<file path="src/pkg/pfr_params.svh">
// offsets, field positions and reset values of the fault recorder
`ifndef PFR_PARAMS_SVH
`define PFR_PARAMS_SVH

// register byte offsets on the apb bus
`define PFR_OFF_ADDR     12'h000
`define PFR_OFF_STATUS   12'h004
`define PFR_OFF_COMMAND  12'h008
`define PFR_OFF_IRQ_STAT 12'h00c
`define PFR_OFF_IRQ_MASK 12'h010

// status word field positions
`define PFR_FID_LSB      9
`define PFR_FID_MSB      12
`define PFR_FLAG_MSB     5
`define PFR_SUP_LSB      3

// command word field position
`define PFR_CLR_BIT      0

// interrupt event positions
`define PFR_EV_RECORDED  0
`define PFR_EV_LOST      1

// reset values
`define PFR_ADDR_RST     32'h0000_0000
`define PFR_FLAGS_RST    6'h00
`define PFR_FID_RST      4'h0
`define PFR_IRQ_RST      2'h0

`endif

</file>
<file path="src/pkg/pfr_pkg.sv">
// types shared by the fault recorder
package pfr_pkg;

    // kind of access a bus master requests
    typedef enum logic [1:0] {
        PFR_ACC_READ  = 2'b00,
        PFR_ACC_WRITE = 2'b01,
        PFR_ACC_EXEC  = 2'b10,
        PFR_ACC_BAD   = 2'b11
    } pfr_acc_kind_t;

    // six violation flags, bit 5 supervisor read down to bit 0 user execute
    typedef logic [5:0] pfr_flags_t;

    // privilege identifier of a requestor
    typedef logic [3:0] pfr_priv_id_t;

endpackage

</file>
<file path="src/verilog/pfr_fault_recorder.sv">
// protection fault recorder with apb register access and interrupt
//
// What this block does
// capture full 32-bit faulting address on violation
// address register read-only, cleared only by command
// writing clear bit 1 erases fault address
// writing clear bit 1 clears flags and identifier
// store requestor privilege id in bits 12:9
// identifier meaningful only while a flag set
// supervisor read without permission sets bit 5
// supervisor write without permission sets bit 4
// supervisor execute without permission sets bit 3
// user read without permission sets bit 2
// user write without permission sets bit 1
// user execute without permission sets bit 0
// writing clear bit 0 changes nothing
// first fault held; reserved bits read zero
`include "pfr_params.svh"

module pfr_fault_recorder (
    // clock and reset
    input  wire logic                    pclk,
    input  wire logic                    presetn,
    // apb slave
    input  wire logic                    psel,
    input  wire logic                    penable,
    input  wire logic                    pwrite,
    input  wire logic [11:0]             paddr,
    input  wire logic [31:0]             pwdata,
    output logic      [31:0]             prdata,
    output logic                         pready,
    output logic                         pslverr,
    // access request from a bus master, with the page permissions it meets
    input  wire logic                    acc_valid,
    input  wire logic [31:0]             acc_addr,
    input  wire logic [3:0]              acc_priv_id,
    input  wire logic                    acc_supervisor,
    input  wire pfr_pkg::pfr_acc_kind_t  acc_kind,
    input  wire logic [5:0]              acc_perm,
    // interrupt
    output logic                         irq
);

    ////////////////////////////////////////////////////////////////////////////
    // declarations

    logic [31:0]          fault_addr_r;
    pfr_pkg::pfr_flags_t  flags_r;
    pfr_pkg::pfr_priv_id_t fid_r;
    logic [1:0]           irq_stat_r;
    logic [1:0]           irq_mask_r;
    logic [31:0]          prdata_r;
    logic [31:0]          rdata_nxt;
    logic [2:0]           kind_oh;
    pfr_pkg::pfr_flags_t  err_hit;
    logic                 any_hit;
    logic                 any_flag;
    logic                 setup_ph;
    logic                 access_ph;
    logic                 addr_hit;
    logic                 clr_wr;
    logic                 rec_now;
    logic [1:0]           irq_ev;
    logic                 irq_rd_clr;
    logic [31:0]          status_word;

    ////////////////////////////////////////////////////////////////////////////
    // violation detection

    // one-hot kind, ordered read, write, execute to match the flag layout
    always_comb begin
        unique case (acc_kind)
            pfr_pkg::PFR_ACC_READ:  kind_oh = 3'h4;
            pfr_pkg::PFR_ACC_WRITE: kind_oh = 3'h2;
            pfr_pkg::PFR_ACC_EXEC:  kind_oh = 3'h1;
            default:                kind_oh = 3'h0;
        endcase
    end

    // each flag fires when its level and kind match and its permission is off
    genvar gi;
    generate
        for (gi = 0; gi <= `PFR_FLAG_MSB; gi++) begin : g_flag
            localparam bit IS_SUP = (gi >= `PFR_SUP_LSB);
            assign err_hit[gi] = acc_valid & (acc_supervisor == IS_SUP)
                                 & kind_oh[gi % 3] & ~acc_perm[gi];
        end
    endgenerate

    assign any_hit  = |err_hit;
    assign any_flag = |flags_r;

    ////////////////////////////////////////////////////////////////////////////
    // apb decode

    // zero wait states: every access phase completes at once
    assign setup_ph  = psel & ~penable;
    assign access_ph = psel & penable;
    assign pready    = 1'b1;
    assign pslverr   = access_ph & ~addr_hit;

    // known register offsets
    always_comb begin
        unique case (paddr)
            `PFR_OFF_ADDR, `PFR_OFF_STATUS, `PFR_OFF_COMMAND,
            `PFR_OFF_IRQ_STAT, `PFR_OFF_IRQ_MASK: addr_hit = 1'b1;
            default:                              addr_hit = 1'b0;
        endcase
    end

    // a clear takes effect only when the written clear bit is one
    assign clr_wr = access_ph & pwrite & (paddr == `PFR_OFF_COMMAND)
                    & pwdata[`PFR_CLR_BIT];

    // a new fault is taken only when nothing is held or the record is being cleared
    // a fault hitting a held record only raises the lost event
    assign rec_now = any_hit & (~any_flag | clr_wr);

    ////////////////////////////////////////////////////////////////////////////
    // fault record

    // faulting address: loaded on a new fault, zeroed by the clear command
    always_ff @(posedge pclk or negedge presetn) begin
        if (!presetn) begin
            fault_addr_r <= `PFR_ADDR_RST;
        end else if (rec_now) begin
            fault_addr_r <= acc_addr;
        end else if (clr_wr) begin
            fault_addr_r <= `PFR_ADDR_RST;
        end
    end

    // flags and faulting id: a fault arriving with the clear wins
    always_ff @(posedge pclk or negedge presetn) begin
        if (!presetn) begin
            flags_r <= `PFR_FLAGS_RST;
            fid_r   <= `PFR_FID_RST;
        end else if (rec_now) begin
            flags_r <= err_hit;
            fid_r   <= acc_priv_id;
        end else if (clr_wr) begin
            flags_r <= `PFR_FLAGS_RST;
            fid_r   <= `PFR_FID_RST;
        end
    end

    // status word; reserved bits are zero, id shown only beside a flag
    always_comb begin
        status_word = 32'h0000_0000;
        status_word[`PFR_FLAG_MSB:0] = flags_r;
        status_word[`PFR_FID_MSB:`PFR_FID_LSB] = any_flag ? fid_r : 4'h0;
    end

    ////////////////////////////////////////////////////////////////////////////
    // interrupt status and mask

    assign irq_ev[`PFR_EV_RECORDED] = rec_now;
    assign irq_ev[`PFR_EV_LOST]     = any_hit & ~rec_now;
    assign irq_rd_clr = access_ph & ~pwrite & (paddr == `PFR_OFF_IRQ_STAT);

    // sticky events; a read clears only the bits it returned, so an event landing
    // between the setup and access phases of that read is not lost
    always_ff @(posedge pclk or negedge presetn) begin
        if (!presetn) begin
            irq_stat_r <= `PFR_IRQ_RST;
        end else begin
            irq_stat_r <= (irq_rd_clr ? irq_stat_r & ~prdata_r[1:0] : irq_stat_r) | irq_ev;
        end
    end

    // mask, one enables the matching event
    always_ff @(posedge pclk or negedge presetn) begin
        if (!presetn) begin
            irq_mask_r <= `PFR_IRQ_RST;
        end else if (access_ph && pwrite && paddr == `PFR_OFF_IRQ_MASK) begin
            irq_mask_r <= pwdata[1:0];
        end
    end

    // level interrupt while any enabled event is pending
    assign irq = |(irq_stat_r & irq_mask_r);

    ////////////////////////////////////////////////////////////////////////////
    // read data, sampled in the setup phase so it is steady in the access phase

    always_comb begin
        rdata_nxt = 32'h0000_0000;
        unique case (paddr)
            `PFR_OFF_ADDR:     rdata_nxt = fault_addr_r;
            `PFR_OFF_STATUS:   rdata_nxt = status_word;
            `PFR_OFF_IRQ_STAT: rdata_nxt = {30'h0, irq_stat_r};
            `PFR_OFF_IRQ_MASK: rdata_nxt = {30'h0, irq_mask_r};
            default:           rdata_nxt = 32'h0000_0000;
        endcase
    end

    // hold read data for the access phase
    always_ff @(posedge pclk or negedge presetn) begin
        if (!presetn) begin
            prdata_r <= 32'h0000_0000;
        end else if (setup_ph && !pwrite) begin
            prdata_r <= rdata_nxt;
        end
    end

    assign prdata = prdata_r;
endmodule

</file>
<file path="config.mk">
export PLATFORM = sky130hd
export DESIGN_NAME = pfr_fault_recorder
export DESIGN_NICKNAME = d
export VERILOG_FILES = /design/src/pkg/pfr_pkg.sv /design/src/verilog/pfr_fault_recorder.sv
export VERILOG_INCLUDE_DIRS = /design/src /design/src/pkg
export SDC_FILE = /design/constraint.sdc
export NUM_CORES = 1
export LEC_CHECK = 0
export ABC_AREA = 1
export BUFFER_PORTS_ARGS = -buffer_cell sky130_fd_sc_hd__buf_2
export CAP_MARGIN = 20
export CORE_MARGIN = 2
export CORE_UTILIZATION = 53
export DETAILED_ROUTE_END_ITERATION = 8
export PLACE_DENSITY = 0.95
export SLEW_MARGIN = 40
export SYNTH_ARGS = -nofsm -noshare
export SYNTH_HDL_FRONTEND = slang
export SYNTH_SLANG_ARGS = --single-unit
</file>
<file path="constraint.sdc">
create_clock -name pclk -period 2 [get_ports pclk]
set_input_delay 0.3 -clock pclk [delete_from_list [all_inputs] [get_ports pclk]]
set_output_delay 0.3 -clock pclk [all_outputs]
set_load 0.03 [all_outputs]
</file>
==> results of run 1 <==
-- cell usage after synthesis --
| cell type | n | area share |
|---|---|---|
| nand3_1 | 103 | 0.14 |
| dfrtp_1 | 78 | 0.53 |
| buf_4 | 6 | 0.012 |
| buf_2 | 4 | 0.0054 |
| inv_1 | 21 | 0.021 |
| nor3b_1 | 2 | 0.0041 |
| a21oi_1 | 1 | 0.0014 |
| clkbuf_1 | 8 | 0.0082 |
| nand3b_1 | 1 | 0.0020 |
| nor3_2 | 2 | 0.0054 |
| nor3_1 | 1 | 0.0014 |
| nor2_4 | 1 | 0.0031 |
| nand2_4 | 2 | 0.0061 |
| nor2_1 | 19 | 0.019 |
| inv_2 | 2 | 0.0020 |
| nand3_2 | 1 | 0.0027 |
| nand3_4 | 1 | 0.0048 |
| o21ai_0 | 27 | 0.037 |
| a22o_1 | 1 | 0.0024 |
| buf_6 | 5 | 0.015 |
| conb_1 | 1 | 0.0010 |
| nand2_1 | 159 | 0.16 |
| nand2_2 | 2 | 0.0034 |
| nor2_2 | 2 | 0.0034 |
| o21ai_1 | 1 | 0.0014 |
| a211oi_1 | 1 | 0.0020 |
| buf_1 | 3 | 0.0031 |
-- flip-flops by register name (all words and copies together) (netlist names) --
register,cells
fault_addr_r,32
prdata,32
flags_r,6
irq_mask_r,2
irq_stat_r,2
fid_r,4
-- final timing paths --
path | start | to | cells past startpoint
hold / removal | acc_addr[18] | fault_addr_r[18] | 3
max in group asynchronous | presetn | prdata[16] | 3
hold reg to reg | prdata[29] | prdata[29] | 2
setup reg to reg | flags_r[5] | fault_addr_r[29] | 6
setup / recovery | flags_r[5] | fault_addr_r[29] | 6
min in group asynchronous | presetn | prdata[24] | 2
-- through the flow --
stage / cell area (um^2) / util
floorplan: 3680 / -
global placement: 4210 / 0.623
detailed placement: 4210 / 0.623
CTS: 4390 / 0.650
global route: 4390 / 0.650
finish: 4390 / 0.650
-- report_power, final --
part	switching, W	internal (W)	total [W]	leakage (nW)
clock	0.000554	0.000485	0.00104	0.0893
combinational	0.000478	0.000285	0.000763	1.34
sequential	0.000202	0.00191	0.00211	0.994
-- kinds of logic after synthesis --
logic type             after synthesis  synth area share
AOI/OAI and AO/OA                   31            0.0438
buffers and inverters               49            0.0676
DFF                                 78             0.530
other                                1           0.00102
and+or+nand+nor                    296             0.358
-- per-layer routing --
| layer | part of all wire | vias up | wire (um) | global-route usage |
|---|---|---|---|---|
| li1 | - | 1662 | - | - |
| met1 | 0.44 | 1581 | 3760 | 0.314 |
| met2 | 0.49 | 113 | 4230 | 0.393 |
| met3 | 0.053 | 20 | 454 | 0.0370 |
| met4 | 0.021 | 0 | 182 | 0.101 |
| met5 | 0 | - | 0 | 0 |
-- what timing repair did --
action | 4_1_cts | 5_1_grt
resized for setup | 0 | 0
hold buffers | 1 | 0
buffers inserted | 0 | 0
hold endpoints to repair | 44 | 0
-- cell type report --
type,instances,area (um^2),area share
Multi-Input combinational cell,328,1480,0.338
Clock inverter,5,35.0,0.00797
Inverter,23,86.3,0.0197
Sequential cell,78,1950,0.444
Clock buffer,11,141,0.0322
Tap cell,80,100,0.0228
Timing Repair Buffer,108,596,0.136
-- tightest hold or removal path, delay by kind of cell --
kind,cells,cell delay [ns]
buffers and inverters,1,0.07
and+or+nand+nor,2,0.13
==> metrics, run 1 <==
largest net degree at the start of global routing 46; reg2reg setup slack 0.33 ns; initial core utilization 0.545; startpoint types register; vias in the first global route 3,182; std cell rows 30; clock skew 0.0108 ns; Seq/Total Area, Yosys 0.530; Clock Pin Slew Worst Setup and Hold Paths 0.08 ns; CTS tree built; Max Clk Rate 598 MHz; post-synthesis register bit count 78; Core Footprint 6760 um^2; Overall Power 0.00391 W; DRC viols 0; worst path bufs/invs 0; Die Area 7630 um^2; post-route ant nets 0; Critical Path RT 2.22 ns; Syn-to-layout area delta 19.3%; syn avg cell area 8.10 um^2; nets 643; endpoints failing hold 0; Unique masters post-synth 27; Synth Net Count 550; Post-Route WL 8620 um; Final Critical Period 1.67 ns; Post-Synthesis Cells 455; CTS sink cnt 78; fin cells 633; CP Cell Sequence nor2_1 -> nand3_1 -> nand2_4 -> nand2_4 -> nand3_1 -> nand2_1; Tot GR Track Use 0.238; GRT overflow 0; Worst Hold Slack 0.189 ns; gpl congestion 0.810; RSZ-0062 raised after global routing false; CP max-delay cell dfrtp_1; IO buf count 98; diodes inserted 0; Slew HR 0.629; cts bufs inserted 9; root buffer cell clkbuf_8; vias per cell 5.33; Post-Syn Area 3680 um^2; CP arrival 1.89 ns; VDD IR-drop max 0.588 mV; Worst-Skew Late Latency 0.34 ns; most common cell after layout, fill and taps aside nand2_1; Worst path max stage delay 0.40 ns; num ports 130; CP delay by family, top simple AND/OR/NAND/NOR gates; final setup violating endpoints 0; Warnings, synthesis 0; status finished clean; Max Cap Violations 0; commonest non-fill, non-tap cells in the layout 159 x nand2_1, 103 x nand3_1, 97 x buf_2, 78 x dfrtp_1, 27 x o21ai_0; Leak 2.42 nW; HP Class input pin to register; slew at the pin closest to its max-slew limit 0.557 ns; die span in y 87.4 um; clk buf depth 2; Slew Limit Fails 0; period utilization 0.836; setup tns final 0 ns; CP Capture Type register; starting DRC count in detailed routing 187; first-pass GRT wire length 14,300 um; Via Count 3,376; CP Class register to register; H-tree Lvls 3; DR pass1 iterations 5; initial antenna violation count 0; DR WL/cell 13.6 um; placed insts 616; dpl hpwl 6100 um; Die W 87.4 um; # fillers 541; pre-CTS WS 0.112 ns; pwr/cell area 891 nW/um^2; share of cells above drive strength 1 0.244; final worst slack 0.328 ns; CP Max Fanout 43
Note: power is estimated with default switching activity, not from simulation.
==> run 2: changes to the inputs <==
--- a/config.mk
+++ b/config.mk
@@ -10,9 +10,9 @@
 export BUFFER_PORTS_ARGS = -buffer_cell sky130_fd_sc_hd__buf_2
 export CAP_MARGIN = 20
 export CORE_MARGIN = 2
-export CORE_UTILIZATION = 53
+export CORE_UTILIZATION = 45
 export DETAILED_ROUTE_END_ITERATION = 8
-export PLACE_DENSITY = 0.95
+export PLACE_DENSITY = 0.88
 export SLEW_MARGIN = 40
 export SYNTH_ARGS = -nofsm -noshare
 export SYNTH_HDL_FRONTEND = slang
==> constraint.sdc (replaced) <==
create_clock -name pclk -period 1.4 [get_ports pclk]
set_input_delay 0.21 -clock pclk [delete_from_list [all_inputs] [get_ports pclk]]
set_output_delay 0.21 -clock pclk [all_outputs]
set_load 0.03 [all_outputs]
==> metrics, run 2 (synthesized netlist as in run 1, its figures left out) <==
DR pass1 iterations 5; CP Class input pin to primary output; Via Count 3,486; HP Class input pin to register; CP Capture Type primary output; IO buf count 98; Max Cap Violations 0; largest net degree at the start of global routing 44; CP Max Fanout 5; starting DRC count in detailed routing 199; Overall Power 0.00595 W; Post-Route WL 9800 um; Core Footprint 7850 um^2; Worst-Skew Late Latency 0.35 ns; violated checks negative setup slack; share of cells above drive strength 1 0.287; Switching Share 0.320; DRC viols 0; post-route ant nets 0; DR WL/cell 14.5 um; Slew Limit Fails 0; pwr/cell area 1260 nW/um^2; root buffer cell clkbuf_8; CTS tree built; clock skew 0.00720 ns; most common cell after layout, fill and taps aside nand2_1; nets 665; initial core utilization 0.469; Syn-to-layout area delta 28.1%; hold path start acc_addr[13]; diodes inserted 0; commonest non-fill, non-tap cells in the layout 158 x nand2_1, 102 x nand3_1, 96 x buf_2, 78 x dfrtp_1, 27 x o21ai_0; Seq pwr share 0.506; Critical Path RT 1.19 ns; GRT overflow 0; Tot GR Track Use 0.216; clk buf depth 2; Clock Pin Slew Worst Setup and Hold Paths 0.08 ns; gpl congestion 0.850; cts bufs inserted 9; final instance area 4720 um^2; CP arrival 1.20 ns; VDD IR-drop max 0.463 mV; vias per cell 5.15; status complete, but fails checks; Max Clk Rate 711 MHz; dpl hpwl 6780 um; clock share of power 0.261; H-tree Lvls 3; Psw 0.00191 W; final setup violating endpoints 1; Pint 0.00404 W; std cell rows 32; die span in y 94.5 um; reg2reg start flags_r[2]; Die Area 8930 um^2; placed cell area 4380 um^2; initial antenna violation count 0; endpoints failing hold 0; CTS sink cnt 78; startpoint types input pin; vias in the first global route 3,290; Final Critical Period 1.41 ns; Comb pwr share 0.233; final worst slack -0.00552 ns; Die W 94.5 um; num ports 130; Leak 2.54 nW; period utilization 1.00; CP startpoint paddr[5]; first-pass GRT wire length 14,900 um
[run 2: cell type report]
cell class,count,area (um^2)
fillers,697,3130
well taps,102,128
clock buffers,12,155
repair buffers,128,798
flip-flops and latches,78,1950
clock inverters,4,30.0
inverters,23,86.3
multi-input cells,330,1570
[run 2: worst paths after layout]
check	end	slack, ns	cells past startpoint
min	fault_addr_r[13]	0.08	3
max in group asynchronous	fault_addr_r[7]	0.43	3
min in group asynchronous	prdata[20]	0.38	2
min reg2reg	prdata[3]	0.48	2
max reg2reg	fid_r[3]	0.05	6
max	pslverr	-0.006	9
[run 2: stage by stage]
| step | instances | TNS [ns] | hold slack [ns] | util | setup slack, ns |
|---|---|---|---|---|---|
| after detailed placement | 653 | -11.67 | 0.179 | 0.558 | -0.263 |
| after global placement | 653 | -5.86 | 0.173 | 0.558 | -0.140 |
| final | 677 | -0.00552 | 0.0844 | 0.601 | -0.00552 |
| after CTS | 672 | 0 | 0.0778 | 0.587 | 0.000718 |
| after floorplan | 455 | 0 | -0.0856 | - | 0.0684 |
| after global routing | 677 | -0.0808 | 0.0908 | 0.601 | -0.0565 |
[run 2: critical path: stages]
cell      delay (ns)
buf_2           0.11
nor2_2          0.14
nand2_2         0.10
nor2_4          0.14
buf_12          0.12
nand2_1         0.08
nand2_1         0.08
a211oi_2        0.04
buf_4           0.17
[run 2: power by group through the flow]
stage,Combinational (W),Sequential (W),Clock (W)
after CTS,0.00119,0.00300,0.00158
after global routing,0.00156,0.00307,0.00168
after global placement,0.00110,0.00301,0
final,0.00138,0.00301,0.00156
after floorplan,0.000815,0.00297,0
after detailed placement,0.00116,0.00305,0
[run 2: routing by layer]
metal	global-route usage	vias to the layer above	share of wire
met5	0	-	0
met2	0.368	137	0.50
met4	0.100	0	0.028
met1	0.277	1609	0.41
li1	-	1714	-
met3	0.0263	26	0.059
[run 2: repair_timing]
item                                    in CTS  in global routing
pin swaps                                    2                  8
buffers inserted                             2                  2
hold buffers                                 1                  0
endpoints found under the setup margin      43                 37
gates resized for setup                      5                 10
endpoints found under the hold margin       31                  0
gates cloned                                 0                  3
==> run 3: changes to the inputs <==
--- a/config.mk
+++ b/config.mk
@@ -6,7 +6,7 @@
 export SDC_FILE = /design/constraint.sdc
 export NUM_CORES = 1
 export LEC_CHECK = 0
-export ABC_AREA = 1
+export ABC_CLOCK_PERIOD_IN_PS = 1400
 export BUFFER_PORTS_ARGS = -buffer_cell sky130_fd_sc_hd__buf_2
 export CAP_MARGIN = 20
 export CORE_MARGIN = 2
==> metrics, run 3 <==
GRT overflow 0; syn avg cell area 9.62 um^2; cts bufs inserted 9; CP arrival 2.28 ns; CP Class input pin to register; diodes inserted 0; CP Capture Type register; Max Cap Violations 0; die span in y 93.8 um; CP Max Fanout 15; post-synthesis register bit count 78; violated checks negative setup slack; reg2reg start flags_r[2]; nets 604; setup tns final -38.82 ns; H-tree Lvls 3; final setup violating endpoints 79; most common cell after layout, fill and taps aside buf_2; gpl congestion 0.829; Area contributors post-synth dfrtp_1 54%, o211ai_1 7.4%, o21ai_0 6.9%, nand2_1 6.1%, o21ai_2 4.8%; Commonest cells post-synth 78 x dfrtp_1, 59 x nand2_1, 50 x o21ai_0; placed insts 591; Slew Limit Fails 0; Yosys top cell by area dfrtp_1; fin cells 616; Worst R2R End fault_addr_r[22]; Worst-Skew Late Latency 0.36 ns; WHS Path Cells 3; HP Class input pin to register; post-route ant nets 0; Warnings, synthesis 0; Post-Route WL 10,100 um; share of cells above drive strength 1 0.518; RSZ-0062 raised after global routing true; vias per cell 5.38; Leak 2.58 nW; std cell rows 32; initial antenna violation count 0; Post-Synthesis Cells 377; endpoints failing hold 0; # fillers 588; slew at the pin closest to its max-slew limit 0.644 ns; hold path endpoint fid_r[0]; pre-CTS WS -1.02 ns; root buffer cell clkbuf_8; VDD IR-drop max 0.597 mV; ys async rst share 1.00; clk buf depth 2; most common cell in the netlist dfrtp_1; CTS tree built; DR pass1 iterations 5; period utilization 1.42; DRC viols 0; Via Count 3,314; starting DRC count in detailed routing 233; Seq/Total Area, Yosys 0.538; Tot GR Track Use 0.227; Core Footprint 7770 um^2; dpl hpwl 6280 um; first-pass GRT wire length 15,500 um; status complete, but fails checks; Synth Net Count 472; Die W 93.8 um; top cell type's share of synthesized area 0.538; ys flop type dfrtp_1; Max Clk Rate 502 MHz; num ports 130; initial core utilization 0.467; CTS sink cnt 78; Final Critical Period 1.99 ns; pwr/cell area 1270 nW/um^2; Final Core Density 0.672; Slew HR 0.571; Critical Path RT 1.69 ns; IO buf count 98; final worst slack -0.592 ns; commonest non-fill, non-tap cells in the layout 94 x buf_2, 78 x dfrtp_1, 49 x o21ai_2, 40 x buf_4; Syn-to-layout area delta 43.8%; largest net degree at the start of global routing 79; CP startpoint paddr[1]; number of synthesized flops with an enable pin 0; DR WL/cell 16.4 um; Post-Syn Area 3630 um^2; Die Area 8800 um^2; hold path start acc_priv_id[0]; clock skew 0.0117 ns; worst r2r path cells 5; reg2reg setup slack -0.19 ns; startpoint types input pin; Clock Pin Slew Worst Setup and Hold Paths 0.09 ns; vias in the first global route 3,241; Unique masters post-synth 37
==> run 3: repair_timing <==
| action | CTS | global route |
|---|---|---|
| pin swaps | 38 | 9 |
| endpoints found under the setup margin | 79 | 80 |
| buffers inserted | 4 | 2 |
| cloned | 2 | 0 |
| gates resized for setup | 132 | 45 |
| hold endpoints to repair | 78 | 0 |
| hold buffers | 1 | 0 |
==> run 3: how the worst max path moves through the flow <==
stage               cells after the start  slack, ns          endpoint
floorplan                               9      -0.99  fault_addr_r[10]
global placement                        7      -0.92          fid_r[3]
detailed placement                      7      -1.02  fault_addr_r[28]
CTS                                     7      -0.56        flags_r[0]
global route                            7      -0.61   fault_addr_r[0]
finish                                  7      -0.59  fault_addr_r[24]
==> run 3: metal layers <==
layer  global-route usage  vias to the layer above  part of all wire
li1                     -                     1577                 -
met1                0.280                     1605              0.40
met2                0.389                      107              0.52
met3               0.0490                       25             0.053
met4               0.0857                        0             0.031
met5                    0                        -                 0
==> run 3: where the power goes <==
group	switching (W)	internal, W
registers	0.000570	0.00287
clock network	0.000816	0.000685
logic	0.000895	0.000818
total	0.00228	0.00437
==> run 3: logic make-up (layout without fill, tap and decap cells) <==
family / Yosys count / after routing / share of synthesized area
buffers and inverters: 67 / 204 / 0.0790
other: 1 / 1 / 0.00103
AOI/OAI and AO/OA: 133 / 133 / 0.248
and+or+nand+nor: 94 / 94 / 0.123
DFF: 78 / 78 / 0.538
muxes: 4 / 4 / 0.0117
==> run 3: layout make-up <==
| class | count | area (um^2) | area share |
|---|---|---|---|
| inverter | 37 | 139 | 0.0266 |
| clock inverter | 4 | 22.5 | 0.00432 |
| clock buffer | 12 | 145 | 0.0278 |
| tap | 102 | 128 | 0.0245 |
| timing repair buffer | 151 | 1030 | 0.197 |
| sequential | 78 | 1950 | 0.374 |
| multi-input combinational | 232 | 1800 | 0.345 |
==> run 3: through the flow <==
| stage | power (W) | area (um^2) | hold WS (ns) |
|---|---|---|---|
| after floorplan | 0.00416 | 3670 | -0.0856 |
| after global placement | 0.00462 | 4480 | 0.254 |
| after detailed placement | 0.00475 | 4480 | 0.263 |
| after CTS | 0.00647 | 5010 | 0.0833 |
| after global routing | 0.00700 | 5220 | 0.0879 |
| final | 0.00665 | 5220 | 0.0925 |
==> run 3: worst max-delay path: stages <==
cell     delay, ns
buf_6         0.09
or4_4         0.53
or3_4         0.41
or4_4         0.48
a21o_4        0.26
buf_12        0.16
o21ai_2       0.13
